<file path="config.mk">
export PLATFORM = sky130hd
export DESIGN_NAME = bsr_slave_resp
export DESIGN_NICKNAME = d
export VERILOG_FILES = /design/src/pkg/bsr_pkg.sv /design/src/core/bsr_slave_resp.sv
export VERILOG_INCLUDE_DIRS = /design/src /design/src/pkg
export SDC_FILE = /design/constraint.sdc
export NUM_CORES = 1
export LEC_CHECK = 0
export BUFFER_PORTS_ARGS = -buffer_cell sky130_fd_sc_hd__buf_2
export CAP_MARGIN = 20
export CORE_MARGIN = 2
export CORE_UTILIZATION = 25
export DETAILED_ROUTE_END_ITERATION = 8
export PLACE_DENSITY_LB_ADDON = 0.2
export SLEW_MARGIN = 20
export SYNTH_ARGS = -nofsm -noshare
export SYNTH_HDL_FRONTEND = slang
export SYNTH_SLANG_ARGS = --single-unit
</file>
<file path="constraint.sdc">
create_clock -name clk -period 7.3 [get_ports clk]
set_input_delay 1.46 -clock clk [delete_from_list [all_inputs] [get_ports clk]]
set_output_delay 1.46 -clock clk [all_outputs]
set_load 0.02 [all_outputs]
</file>
<file path="src/pkg/bsr_defs.svh">
// Constants for the bridge slave response block
`ifndef BSR_DEFS_SVH
`define BSR_DEFS_SVH
`define BSR_TRANS_IDLE   2'h0
`define BSR_TRANS_BUSY   2'h1
`define BSR_TRANS_NSEQ   2'h2
`define BSR_TRANS_SEQ    2'h3
`define BSR_RESP_OKAY    2'h0
`define BSR_RESP_ERROR   2'h1
`define BSR_RESP_SPLIT   2'h3
`define BSR_BURST_SINGLE 3'h0
`define BSR_BURST_INCR   3'h1
`define BSR_LEN_4        5'h04
`define BSR_LEN_8        5'h08
`define BSR_LEN_16       5'h10
`define BSR_LOCAL_AW     10
`define BSR_REG_CTRL     10'h000
`define BSR_REG_STATUS   10'h004
`define BSR_CTRL_RST     1'h0
`define BSR_WB_MIN_SEQ   5'h01
`define BSR_WB_MIN_NSEQ  5'h03
`define BSR_WB_MIN_LOCK  5'h04
`define BSR_WB_CLEAR     5'h04
`define BSR_TICK_LIMIT   2'h2
`define BSR_SPLIT_CAP    1'h1
`define BSR_MAX_PREFETCH 5'h10
`define BSR_KB_BYTES     11'h400
`endif

</file>
<file path="src/pkg/bsr_pkg.sv">
// Types for the bridge slave response block
package bsr_pkg;
    typedef enum logic [2:0] {S_IDLE, S_WAIT1, S_WAIT2, S_NOK1, S_NOK2, S_STALL} bsr_state_t;
    typedef struct packed {
        logic        sel_reg;
        logic        sel_p;
        logic        noprefetch_select;
        logic [31:0] addr;
        logic [1:0]  trans;
        logic        write;
        logic [2:0]  burst;
        logic [3:0]  master;
        logic        lock;
        logic        stall;
    } bsr_ahb_req_t;
    typedef struct packed {
        logic [31:0] addr;
        logic [4:0]  depth;
        logic [3:0]  master;
        logic [2:0]  burst;
        logic        lock;
    } bsr_rdreq_t;
endpackage : bsr_pkg

</file>
<file path="src/core/bsr_slave_resp.sv">
// Slave-side response logic of the bus bridge
//
// Functional notes
// Register select: low 10 bits, no forward
// Secondary select forwards the full address
// Non-prefetch INCR read becomes single beat
// Otherwise both secondary selects act alike
// Unselected: OKAY with zero waits
// Write needs 1..4 free, else SPLIT
// Accepted NSEQ write: two waits, OKAY
// SEQ write zero wait, two after BUSY-full
// Availability is next-cycle free count
// BUSY and IDLE always zero-wait OKAY
// First read splits and requests prefetch
// Tag match on ready buffer means return
// New reads SPLIT; returns OKAY or ERROR
// Locked transfer flushes pending read buffer
// Early-ended return flushes its leftovers
// Read buffer returns in split order
// Flush output high per discarded word
// Master makes local accesses 32-bit single
// Prefetch depth from burst, boundary, space
// Every SPLIT is later cleared
// Stall mode holds ready low, flushes
// Two tick transitions end stall with ERROR
// Non-OKAY responses span two cycles
// Tick synchronised; count reset on ready
`timescale 1ns/1ps
`include "bsr_defs.svh"
module bsr_slave_resp
    import bsr_pkg::*;
(
    // Clock and reset
    input  wire logic         clk,
    input  wire logic         rst,
    // Primary slave port
    input  wire bsr_ahb_req_t req,
    input  wire logic         hready_in,
    input  wire logic [31:0]  hwdata,
    output logic              hready_resp,
    output logic [1:0]        hresp,
    output logic [31:0]       hrdata,
    output logic [15:0]       hsplit,
    // Sidebands
    input  wire logic         sttick,
    output logic              sflush,
    // Write buffer push side
    input  wire logic [4:0]   wb_free,
    output logic              wb_push,
    output logic [31:0]       wb_word,
    // Read request and read buffer pop side
    output logic              rd_req,
    output bsr_rdreq_t        rd_req_info,
    input  wire logic         rb_ready,
    input  wire logic         rb_empty,
    input  wire logic [3:0]   rb_tag,
    input  wire logic [31:0]  rb_data,
    input  wire logic         rb_err,
    input  wire logic [4:0]   rb_left,
    input  wire logic [4:0]   rb_free,
    output logic              rb_pop
);
    localparam logic       split_capable_param      = `BSR_SPLIT_CAP;
    localparam logic [4:0] max_prefetch_depth_param = `BSR_MAX_PREFETCH;

    function automatic logic [15:0] bsr_onehot(input logic [3:0] m);
        bsr_onehot = 16'h0001 << m;
    endfunction : bsr_onehot

    function automatic logic [4:0] bsr_depth(input logic np, input logic [2:0] b,
                                             input logic [9:0] a, input logic [4:0] fr);
        logic [8:0] bnd;
        logic [8:0] d;
        bnd = 9'((`BSR_KB_BYTES - {1'b0, a}) >> 2);
        case (b[2:1])
            2'h1:    d = {4'h0, `BSR_LEN_4};
            2'h2:    d = {4'h0, `BSR_LEN_8};
            2'h3:    d = {4'h0, `BSR_LEN_16};
            default: d = (b[0] && !np) ? {4'h0, max_prefetch_depth_param} : 9'h001;
        endcase
        if (b[0] && d > bnd) d = bnd;
        if (d > {4'h0, max_prefetch_depth_param}) d = {4'h0, max_prefetch_depth_param};
        if (d > {4'h0, fr}) d = {4'h0, fr};
        if (d == 9'h000) d = 9'h001;
        bsr_depth = d[4:0];
    endfunction : bsr_depth

    bsr_state_t   state_ff;
    bsr_state_t   nxt_state;
    bsr_ahb_req_t dp_ff;
    logic [1:0]   resp_ff;
    logic [1:0]   nxt_resp;
    logic [31:0]  hrdata_ff;
    logic [15:0]  hsplit_ff;
    logic [15:0]  wsplit_ff;
    logic [15:0]  rpend_ff;
    logic         dpw_ff;
    logic         regw_ff;
    logic         busy_ff;
    logic         full_ff;
    logic         ret_act_ff;
    logic         part_ff;
    logic         flush_all_ff;
    logic         ctrl_ff;
    logic         rd_req_ff;
    bsr_rdreq_t   rd_info_ff;
    logic         tk1_ff;
    logic         tk2_ff;
    logic         tk3_ff;
    logic [1:0]   tcnt_ff;

    // Address phase qualification
    wire        can_take   = hready_in && (state_ff == S_IDLE || state_ff == S_NOK2);
    wire        active     = req.trans == `BSR_TRANS_NSEQ || req.trans == `BSR_TRANS_SEQ;
    wire        sel_sec    = req.sel_p || req.noprefetch_select;
    wire        acc_sec    = can_take && active && sel_sec;
    wire        acc_reg    = can_take && active && req.sel_reg && !sel_sec;
    wire        stall_mode = req.stall || !split_capable_param || ctrl_ff;
    wire [15:0] own        = bsr_onehot(req.master);

    // Write acceptance
    wire [4:0]  wb_avail = wb_free - {4'h0, wb_push};
    wire [4:0]  wb_min   = req.trans != `BSR_TRANS_NSEQ ? `BSR_WB_MIN_SEQ :
                           req.lock ? `BSR_WB_MIN_LOCK : `BSR_WB_MIN_NSEQ;
    wire        wr_ok    = wb_avail >= wb_min;
    wire        wr_wait  = req.trans == `BSR_TRANS_NSEQ || (busy_ff && full_ff);

    // Read classification
    wire        is_ret    = rb_ready && rb_tag == req.master && !flush_all_ff;
    wire        stall_ret = rb_ready && rb_tag == dp_ff.master && !flush_all_ff;
    wire        others    = (rpend_ff & ~own) != 16'h0000;
    wire        lock_flush = acc_sec && (req.lock || stall_mode) && !is_ret
                           && (others || (stall_mode && !rb_empty));

    // Decisions for a secondary access, stalling or not
    wire        dec       = acc_sec && !stall_mode;
    wire        go_stall  = acc_sec && stall_mode;
    wire        wr_split  = dec && req.write && !wr_ok;
    wire        wr_zero   = dec && req.write && wr_ok && !wr_wait;
    wire        go_wait   = dec && req.write && wr_ok && wr_wait;
    wire        rd_ret    = dec && !req.write && is_ret;
    wire        rd_full   = dec && !req.write && !is_ret && wb_free == 5'h00;
    wire        rd_new    = dec && !req.write && !is_ret && wb_free != 5'h00;
    wire        go_split  = wr_split || rd_full || rd_new;
    wire        tmo       = tcnt_ff == `BSR_TICK_LIMIT;
    wire        stall_pop = state_ff == S_STALL && !dp_ff.write && stall_ret && !tmo;
    wire        tick_edge = tk2_ff ^ tk3_ff;

    // Local register read mux
    wire [31:0] reg_rd = req.addr[`BSR_LOCAL_AW-1:0] == `BSR_REG_CTRL ?
                         {31'h0, ctrl_ff} :
                         req.addr[`BSR_LOCAL_AW-1:0] == `BSR_REG_STATUS ?
                         {9'h000, rpend_ff, rb_ready, !rb_empty, wb_free} : 32'h0;

    // Split set and clear events
    wire        wclr   = wb_free >= `BSR_WB_CLEAR;
    wire [15:0] rclr   = rb_ready ? (rpend_ff & bsr_onehot(rb_tag)) : 16'h0000;
    wire [15:0] fclr   = lock_flush ? rpend_ff : 16'h0000;
    wire [15:0] wset   = (wr_split || rd_full) ? own : 16'h0000;
    wire [15:0] rset   = rd_new ? own : 16'h0000;
    wire        ret_end = can_take && ret_act_ff && !(req.master == dp_ff.master
                          && (req.trans == `BSR_TRANS_SEQ || req.trans == `BSR_TRANS_BUSY));

    // State machine
    always_comb begin
        nxt_state = state_ff;
        nxt_resp  = resp_ff;
        case (state_ff)
            S_IDLE, S_NOK2: begin
                nxt_state = S_IDLE;
                if (can_take && go_stall) begin
                    nxt_state = S_STALL;
                end else if (can_take && go_split) begin
                    nxt_state = S_NOK1;
                    nxt_resp  = `BSR_RESP_SPLIT;
                end else if (rd_ret && rb_err) begin
                    nxt_state = S_NOK1;
                    nxt_resp  = `BSR_RESP_ERROR;
                end else if (go_wait) begin
                    nxt_state = S_WAIT1;
                end
            end
            S_WAIT1: nxt_state = S_WAIT2;
            S_WAIT2: nxt_state = S_IDLE;
            S_NOK1:  nxt_state = S_NOK2;
            S_STALL: begin
                if (tmo) begin
                    nxt_state = S_NOK1;
                    nxt_resp  = `BSR_RESP_ERROR;
                end else if (dp_ff.write && wb_avail >= `BSR_WB_MIN_NSEQ) begin
                    nxt_state = S_WAIT1;
                end else if (stall_pop) begin
                    nxt_state = rb_err ? S_NOK1 : S_IDLE;
                    nxt_resp  = `BSR_RESP_ERROR;
                end
            end
            default: nxt_state = S_IDLE;
        endcase
    end

    // Response outputs
    assign hready_resp = state_ff == S_IDLE || state_ff == S_NOK2;
    assign hresp       = (state_ff == S_NOK1 || state_ff == S_NOK2) ? resp_ff
                                                                    : `BSR_RESP_OKAY;
    assign hrdata      = hrdata_ff;
    assign hsplit      = hsplit_ff;
    assign rd_req      = rd_req_ff;
    assign rd_req_info = rd_info_ff;

    // Write buffer pushes: control, address, then data; zero-wait SEQ writes push data only
    assign wb_push = state_ff == S_WAIT1 || state_ff == S_WAIT2 || dpw_ff;
    assign wb_word = state_ff == S_WAIT1 ?
                     {23'h0, dp_ff.lock, dp_ff.master, dp_ff.burst, dp_ff.write} :
                     state_ff == S_WAIT2 ? dp_ff.addr : hwdata;

    // Read buffer pops and discards
    assign rb_pop = rd_ret || stall_pop;
    assign sflush = (flush_all_ff && !rb_empty) || (part_ff && rb_left != 5'h00);

    always_ff @(posedge clk or posedge rst) begin
        if (rst) begin
            state_ff <= S_IDLE;
            resp_ff  <= `BSR_RESP_OKAY;
            dp_ff    <= '0;
        end else begin
            state_ff <= nxt_state;
            resp_ff  <= nxt_resp;
            if (can_take) begin
                dp_ff <= req;
            end
        end
    end

    always_ff @(posedge clk or posedge rst) begin
        if (rst) begin
            dpw_ff  <= 1'h0;
            regw_ff <= 1'h0;
            busy_ff <= 1'h0;
            full_ff <= 1'h0;
        end else begin
            dpw_ff  <= wr_zero || state_ff == S_WAIT2;
            regw_ff <= acc_reg && req.write;
            if (can_take && sel_sec && req.write) begin
                busy_ff <= req.trans == `BSR_TRANS_BUSY;
            end
            if (dpw_ff) begin
                full_ff <= wb_free == 5'h01;
            end
        end
    end

    // Local register write in the data phase
    always_ff @(posedge clk or posedge rst) begin
        if (rst) begin
            ctrl_ff <= `BSR_CTRL_RST;
        end else if (regw_ff && dp_ff.addr[`BSR_LOCAL_AW-1:0] == `BSR_REG_CTRL) begin
            ctrl_ff <= hwdata[0];
        end
    end

    always_ff @(posedge clk or posedge rst) begin
        if (rst) begin
            hrdata_ff <= 32'h0;
        end else if (acc_reg && !req.write) begin
            hrdata_ff <= reg_rd;
        end else if (rb_pop) begin
            hrdata_ff <= rb_data;
        end
    end

    // Split bookkeeping and clear
    always_ff @(posedge clk or posedge rst) begin
        if (rst) begin
            hsplit_ff <= 16'h0000;
            wsplit_ff <= 16'h0000;
            rpend_ff  <= 16'h0000;
        end else begin
            hsplit_ff <= (wclr ? wsplit_ff : 16'h0000) | rclr | fclr;
            wsplit_ff <= (wclr ? 16'h0000 : wsplit_ff) | wset;
            rpend_ff  <= (rpend_ff & ~rclr & ~fclr) | rset;
        end
    end

    // Read request towards the master side
    always_ff @(posedge clk or posedge rst) begin
        if (rst) begin
            rd_req_ff  <= 1'h0;
            rd_info_ff <= '0;
        end else begin
            rd_req_ff <= rd_new || (go_stall && !req.write && !is_ret);
            if (acc_sec) begin
                rd_info_ff.addr   <= req.addr;
                rd_info_ff.depth  <= bsr_depth(req.noprefetch_select, req.burst,
                                               req.addr[9:0], rb_free);
                rd_info_ff.master <= req.master;
                rd_info_ff.burst  <= req.burst;
                rd_info_ff.lock   <= req.lock;
            end
        end
    end

    // Flush control
    always_ff @(posedge clk or posedge rst) begin
        if (rst) begin
            ret_act_ff   <= 1'h0;
            part_ff      <= 1'h0;
            flush_all_ff <= 1'h0;
        end else begin
            if (can_take) begin
                ret_act_ff <= rd_ret || (ret_act_ff && req.trans == `BSR_TRANS_BUSY);
            end
            if (ret_end) begin
                part_ff <= 1'h1;
            end else if (rb_left == 5'h00) begin
                part_ff <= 1'h0;
            end
            if (lock_flush) begin
                flush_all_ff <= 1'h1;
            end else if (rb_empty) begin
                flush_all_ff <= 1'h0;
            end
        end
    end

    // Tick synchroniser and stall timeout
    always_ff @(posedge clk or posedge rst) begin
        if (rst) begin
            tk1_ff  <= 1'h0;
            tk2_ff  <= 1'h0;
            tk3_ff  <= 1'h0;
            tcnt_ff <= 2'h0;
        end else begin
            tk1_ff <= sttick;
            tk2_ff <= tk1_ff;
            tk3_ff <= tk2_ff;
            if (hready_resp) begin
                tcnt_ff <= 2'h0;
            end else if (state_ff == S_STALL && tick_edge && !tmo) begin
                tcnt_ff <= tcnt_ff + 2'h1;
            end
        end
    end
endmodule : bsr_slave_resp

</file>
**Word level (Yosys, flattened, before mapping)**

Cells that the tools add are included.
Widths: inputs -> output; s select.

- Memories kept: 0
- ROM bits: 0
- Input port bits: 137
- Flip-flop bits (word level): 185
- Bits in latches: 0
- Bits in writable memories: 0
- Word-level logic and storage cells: 218
- Output and inout bits: 132

- Multipliers: 0
- Reduce and logical (&&, ||, !) cells: 96
- Equality and inequality tests: 23
- Add/subtract/negate cells: 3
- Bitwise operators: 12
- Divide/modulo/power cells: 0
- Multiplexer cells: 47
- Shift-type cells: 2
- Order comparisons: 6

Operators with widths:

| cell | number |
|---|---|
| $mux 32 | 4 |
| $mux 16 | 6 |
| $and 16x16->16 | 4 |
| $or 16x16->16 | 4 |
| $mux 9 | 7 |
| $logic_and 1x1->1 | 50 |
| $not 16->16 | 3 |
| $mux 23 | 2 |
| $shl 1x4->16 const A | 2 |
| $mux 2 | 12 |
| $logic_not 10->1 | 2 |
| $logic_or 1x1->1 | 18 |
| $mux 3 | 6 |
| $reduce_bool 16->1 | 1 |
| $pmux 5 s3 | 1 |
| $eq 4x4->1 | 3 |
| $logic_not 1->1 | 12 |
| $pmux 3 s4 | 1 |
| $sub 11x10->11 const A | 1 |
| $eq 10x3->1 const B | 1 |
| $eq 2x2->1 const B | 5 |
| $logic_not 5->1 | 2 |
| $mux 5 | 2 |
| $reduce_bool 2->1 | 5 |
| 24 further kinds | 35 |

**Depth between registers and ports, before layout**

- Depth after elaboration: 18
- Gate-level depth with buffers: 20
- Gate-level depth less buffers: 17

**Worst setup path after synthesis**

No wires, ideal clock.

- Kind: input to register
- Start point: in req[14] (netlist bit)
- End point: reg rd_info_ff, in the netlist rd_req_info[12]
- Path slack: 1725 ps
- Cell stages on the path: 19
- Data required time: 7175 ps
- Arrival time: 5450 ps
- Cells stage by stage: buf_6 > or4_4 > buf_6 > or3_4 > xor2_1 > inv_1 > ha_1 > and4_1 > nor3_1 > a211oi_2 > o31a_1 > or2_2 > ha_1 > o21a_1 > o22ai_1 > a21o_1 > buf_2 > a31oi_1 > mux2_4

- Cells in the longest elaborated chain, start to end: 13

RTL lines:

| what | RTL line | text |
|---|---|---|
| start, declared | bsr_slave_resp.sv:37 | `input wire bsr_ahb_req_t req,` |
| $sub 11x10->11 (no line) (*) | -- |  |
| $gt 9x9->1 | bsr_slave_resp.sv:81 | `if (b[0] && d > bnd) d = bnd;` |
| $logic_and 1x1->1 | bsr_slave_resp.sv:81 |  |
| $mux 9 (*) | bsr_slave_resp.sv:81 |  |
| $mux 9 (*) | bsr_slave_resp.sv:291 | `if (acc_sec) begin` |
| $gt 9x5->1 | bsr_slave_resp.sv:82 | `if (d > {4'h0, max_prefetch_depth_param}) d = {4'h0, max_prefetch_depth_param};` |
| $mux 9 (*) | bsr_slave_resp.sv:82 |  |
| $mux 9 (*) | bsr_slave_resp.sv:291 |  |
| $gt 9x5->1 | bsr_slave_resp.sv:83 | `if (d > {4'h0, fr}) d = {4'h0, fr};` |
| $mux 9 (*) | bsr_slave_resp.sv:83 |  |
| $mux 9 (*) | bsr_slave_resp.sv:291 |  |
| $logic_not 9->1 | bsr_slave_resp.sv:84 | `if (d == 9'h000) d = 9'h001;` |
| $mux 5 (*) | bsr_slave_resp.sv:84 |  |
| end, declared | bsr_slave_resp.sv:106 | `bsr_rdreq_t rd_info_ff;` |

Mark *: on every way between the ends. The rest lies on a longest branch, timed or not. The select of a mux whose other input is x is not followed.
A chain may end at the register's enable or synchronous reset.

**Worst setup path after layout**

- Start point: in req[14] (netlist bit)
- End point: reg rd_info_ff, in the netlist rd_req_info[8]

Same word-level chain as after synthesis.

==> impl_metrics.prom <==
# TYPE chip_impl_metric gauge
chip_impl_metric{name="gp_congestion",unit=""} 0.8387
chip_impl_metric{name="placed_cells_incl_taps",unit=""} 1776
chip_impl_metric{name="worst_hold_path.num_cells",unit=""} 0
chip_impl_metric{name="layout_nets",unit=""} 1436
chip_impl_info{name="worst_r2r_startpoint",value="state_ff[0]$_DFFE_PP0P_"} 1
chip_impl_metric{name="finalWirelength",unit="um"} 33940
chip_impl_metric{name="worstRegToRegCells",unit=""} 11
chip_impl_metric{name="arrival_worst_endpoint",unit="ns"} 6.01
chip_impl_metric{name="floorplan.die.width",unit="um"} 198.3
chip_impl_info{name="critPathLaunchType",value="input pin"} 1
chip_impl_metric{name="grt-ovfl-total",unit=""} 0
chip_impl_info{name="mostFrequentLayoutCells",value="sky130_fd_sc_hd__nand2_1, sky130_fd_sc_hd__buf_2, sky130_fd_sc_hd__dfrtp_1, sky130_fd_sc_hd__o21ai_0, sky130_fd_sc_hd__a21oi_1"} 1
chip_impl_metric{name="timing_worst_slew_pin_value",unit="ns"} 1.048
chip_impl_metric{name="fp.dieArea",unit="um^2"} 39320
chip_impl_metric{name="cts.htree.levels",unit=""} 4
chip_impl_metric{name="synth.lib_cells_used.distinct",unit=""} 74
chip_impl_metric{name="drv.max_cap_violation_count",unit=""} 0
chip_impl_metric{name="r2r_slack",unit="ns"} 3.26
chip_impl_metric{name="finalCriticalPeriod",unit="ns"} 5.680
chip_impl_metric{name="final_cycle_utilization_of_the_critical_path",unit=""} 0.7780
chip_impl_metric{name="timing.hold.ws",unit="ns"} 0.3577
chip_impl_metric{name="power.static_leakage",unit="nW"} 6.178
chip_impl_info{name="worst_hold_path_type",value="reg2reg"} 1
chip_impl_info{name="synth_top_flop_cell",value="sky130_fd_sc_hd__dfrtp_1"} 1
chip_impl_metric{name="slew_headroom",unit=""} 0.2964
chip_impl_metric{name="fp-row-count",unit=""} 71
chip_impl_metric{name="postSynth.asyncResetShare",unit=""} 1.000
chip_impl_metric{name="clk_pin_slew",unit="ns"} 0.08
chip_impl_metric{name="cp_data_required_time",unit="ns"} 7.63
chip_impl_metric{name="total_negative_slack_for_setup_checks",unit="ns"} 0
chip_impl_metric{name="syn_to_final_growth",unit="%"} 24.65
chip_impl_metric{name="grt_first_pass_wirelength",unit="um"} 51280
chip_impl_info{name="grt_setup_unrepaired",value="false"} 1
chip_impl_info{name="worst_case_hold_path_end_point",value="tk2_ff$_DFF_PP0_"} 1
chip_impl_metric{name="gates_resized_cts_repair",unit=""} 0
chip_impl_metric{name="synth-seq-area-share",unit=""} 0.4905
chip_impl_metric{name="die_h",unit="um"} 198.3
chip_impl_metric{name="quantity_of_hold_fixing_buffers_added_after_cts",unit=""} 0
chip_impl_metric{name="power_spent_charging_and_discharging_nets",unit="mW"} 1.036
chip_impl_metric{name="post_synth_edffs",unit=""} 0
chip_impl_info{name="startpoint_of_the_worst_hold_path",value="tk1_ff$_DFF_PP0_"} 1
chip_impl_metric{name="achievable-frequency",unit="MHz"} 176.1
chip_impl_metric{name="fin_total_pwr",unit="mW"} 2.888
chip_impl_metric{name="maximum_number_of_pins_on_one_net_before_global_route_repair",unit=""} 112
chip_impl_metric{name="setup_viol_count_final",unit=""} 0
chip_impl_metric{name="layoutNonFillerInstCount",unit=""} 1809
chip_impl_metric{name="seq_power_share",unit=""} 0.434
chip_impl_metric{name="vias",unit=""} 8460
chip_impl_info{name="setup.worst_path.end_class",value="flop"} 1
chip_impl_metric{name="grt_pass1_vias",unit=""} 8410
chip_impl_metric{name="mappedNetlistArea",unit="um^2"} 9438
chip_impl_metric{name="layout-drive-gt1-share",unit=""} 0.2621
chip_impl_metric{name="placeableCoreArea",unit="um^2"} 37400
chip_impl_metric{name="max-clock-path-buffers",unit=""} 2
chip_impl_metric{name="share_of_power_burned_in_the_clock_network",unit=""} 0.318
chip_impl_metric{name="final_hpwl_from_detailed_placement",unit="um"} 24190
chip_impl_metric{name="io_count",unit=""} 269
chip_impl_metric{name="number_of_antenna_violations_at_the_first_check_in_global_routing",unit=""} 5
chip_impl_metric{name="timing.clock.skew",unit="ns"} 0.01853
chip_impl_metric{name="syn_avg_cell_area",unit="um^2"} 8.971
chip_impl_info{name="outcome",value="finished, final reports clean"} 1
chip_impl_metric{name="count_of_fill_cells_added_during_filler_insertion",unit=""} 4008
chip_impl_info{name="timing.rr.end",value="wsplit_ff[12]$_DFF_PP0_"} 1
chip_impl_metric{name="drc_violation_count_after_routing",unit=""} 0
chip_impl_info{name="cts_tree",value="built"} 1
chip_impl_metric{name="synth_seq_cells",unit=""} 185
chip_impl_metric{name="clkLatencyLatePin",unit="ns"} 0.46
chip_impl_metric{name="power_density",unit="nW/um^2"} 245.5
chip_impl_metric{name="yosysWarnings",unit=""} 0
chip_impl_metric{name="wire_per_inst",unit="um"} 18.76
chip_impl_metric{name="netlist_instances",unit=""} 1052
chip_impl_metric{name="power.switching_fraction",unit=""} 0.3587
chip_impl_metric{name="post-cts-setup-buffers",unit=""} 0
chip_impl_info{name="timing.setup.critical_path_class",value="in2reg"} 1
chip_impl_metric{name="crit_fanout",unit=""} 14
chip_impl_metric{name="iteration_count_of_the_initial_detailed_routing_pass",unit=""} 5
chip_impl_metric{name="numPortBuffers",unit=""} 268
chip_impl_metric{name="max-vdd-ir-drop",unit="uV"} 170.8
chip_impl_metric{name="synth_fp_nets",unit=""} 1204
chip_impl_metric{name="internal_power",unit="mW"} 1.852
chip_impl_info{name="clockRootBuffer",value="sky130_fd_sc_hd__clkbuf_16"} 1
chip_impl_metric{name="initial_utilization",unit=""} 0.2524
chip_impl_metric{name="util_after_layout",unit=""} 0.3145
chip_impl_metric{name="hold_violations",unit=""} 0
chip_impl_metric{name="via_per_instance_ratio",unit=""} 4.677
chip_impl_metric{name="dr.first_iter.drc_count",unit=""} 470
chip_impl_metric{name="cts_buffers",unit=""} 17
chip_impl_metric{name="sinks_on_the_clock_net",unit=""} 185
chip_impl_metric{name="gr-usage-all-layers",unit=""} 0.1736
chip_impl_info{name="mostFrequentLayoutCell",value="sky130_fd_sc_hd__nand2_1"} 1
chip_impl_metric{name="final-max-slew-violation-count",unit=""} 0
chip_impl_metric{name="power_frac_comb",unit=""} 0.248
chip_impl_metric{name="detail-route-antenna-nets",unit=""} 0
==> layout make-up <==
type / count / area (um^2) / share of cell area
repair buffers: 276 / 1405 / 0.1194
multi-input cells: 769 / 4392 / 0.3733
well taps: 511 / 639.4 / 0.05435
clock buffers: 17 / 425.4 / 0.03616
inverters: 35 / 138.9 / 0.01181
diodes: 1 / 2.502 / 0.0002127
clock inverters: 15 / 131.4 / 0.01117
flip-flops and latches: 185 / 4629 / 0.3935
==> cell usage after synthesis (8+ instances only) <==
| master | number | area [um^2] |
|---|---|---|
| sky130_fd_sc_hd__mux2i_1 | 45 | 450.4 |
| sky130_fd_sc_hd__a22o_1 | 15 | 131.4 |
| sky130_fd_sc_hd__clkbuf_1 | 31 | 116.4 |
| sky130_fd_sc_hd__a32o_1 | 17 | 170.2 |
| sky130_fd_sc_hd__buf_2 | 16 | 80.08 |
| sky130_fd_sc_hd__a31oi_1 | 8 | 50.05 |
| sky130_fd_sc_hd__nor2b_1 | 17 | 106.4 |
| sky130_fd_sc_hd__dfrtp_1 | 185 | 4629 |
| sky130_fd_sc_hd__xor2_1 | 11 | 96.34 |
| sky130_fd_sc_hd__ha_1 | 15 | 187.7 |
| sky130_fd_sc_hd__nand2_1 | 344 | 1291 |
| sky130_fd_sc_hd__o22ai_1 | 21 | 131.4 |
| sky130_fd_sc_hd__nor2_1 | 35 | 131.4 |
| sky130_fd_sc_hd__a21oi_1 | 47 | 235.2 |
| sky130_fd_sc_hd__nor3_1 | 10 | 50.05 |
| sky130_fd_sc_hd__a21o_1 | 8 | 60.06 |
| sky130_fd_sc_hd__inv_1 | 34 | 127.6 |
| sky130_fd_sc_hd__o21ai_0 | 49 | 245.2 |
| sky130_fd_sc_hd__nand3_1 | 14 | 70.07 |
==> cell families after synthesis <==
kind of cell / after synthesis / synth area share
buf+inv: 98 / 0.04667
fa+ha+maj: 15 / 0.01989
compound gates: 200 / 0.1392
mux: 49 / 0.05290
flops: 185 / 0.4905
simple gates: 487 / 0.2341
xor+xnor: 18 / 0.01670
==> worst max path at each step <==
stage / startpoint / to / slack, ns / depth (start not counted)
2_1_floorplan: rst / busy_ff$_DFFE_PP0P_ / 0.81 / 1
3_3_place_gp: req[14] / rd_req_info[8]$_DFFE_PP0P_ / 1.25 / 18
3_5_place_dp: req[14] / rd_req_info[8]$_DFFE_PP0P_ / 1.19 / 18
4_1_cts: req[14] / rd_req_info[8]$_DFFE_PP0P_ / 1.65 / 18
5_1_grt: req[14] / rd_req_info[8]$_DFFE_PP0P_ / 1.31 / 18
6_report: req[14] / rd_req_info[8]$_DFFE_PP0P_ / 1.62 / 18
==> power groups by stage <==
stage               registers (mW)  logic, mW  clock network, mW
finish                        1.25      0.716              0.920
global route                  1.27      0.799              0.993
CTS                           1.25      0.729              0.958
detailed placement            1.27      0.728                  0
global placement              1.27      0.723                  0
floorplan                     1.34      0.368                  0
==> flip-flops by register name (all words and copies together) (netlist names), 2 cells and up <==
register	cells
tcnt_ff	2
resp_ff	2
dp_ff	41
wsplit_ff	16
state_ff	3
hrdata	32
hsplit	16
rd_req_info	45
rpend_ff	16
==> worst max-delay path: stages <==
cell	delay, ns
sky130_fd_sc_hd__buf_2	0.18
sky130_fd_sc_hd__or4_4	0.54
sky130_fd_sc_hd__or3_4	0.38
sky130_fd_sc_hd__xor2_1	0.24
sky130_fd_sc_hd__inv_1	0.07
sky130_fd_sc_hd__ha_1	0.34
sky130_fd_sc_hd__and4_1	0.19
sky130_fd_sc_hd__nor3_1	0.28
sky130_fd_sc_hd__a211oi_2	0.13
sky130_fd_sc_hd__o31a_1	0.33
sky130_fd_sc_hd__or2_2	0.30
sky130_fd_sc_hd__ha_1	0.29
sky130_fd_sc_hd__o21a_1	0.19
sky130_fd_sc_hd__o22ai_1	0.12
sky130_fd_sc_hd__a21o_1	0.37
sky130_fd_sc_hd__a41oi_1	0.19
sky130_fd_sc_hd__a211oi_1	0.27
sky130_fd_sc_hd__o311ai_1	0.13
==> per-layer routing <==
| layer | vias to the layer above | global-route usage | wire (um) |
|---|---|---|---|
| met3 | 34 | 0.04786 | 2150 |
| met2 | 257 | 0.2862 | 16030 |
| met5 | - | 0 | 43 |
| li1 | 4046 | - | - |
| met1 | 4117 | 0.2228 | 15240 |
| met4 | 6 | 0.04790 | 466 |
==> per-stage QoR <==
stage	setup WS, ns	area (um^2)
2_1_floorplan	0.8113	9438
3_3_place_gp	1.253	11200
3_5_place_dp	1.190	11200
4_1_cts	1.654	11760
5_1_grt	1.314	11760
6_report	1.620	11760
No activity file was read; power rests on OpenSTA's default activity.
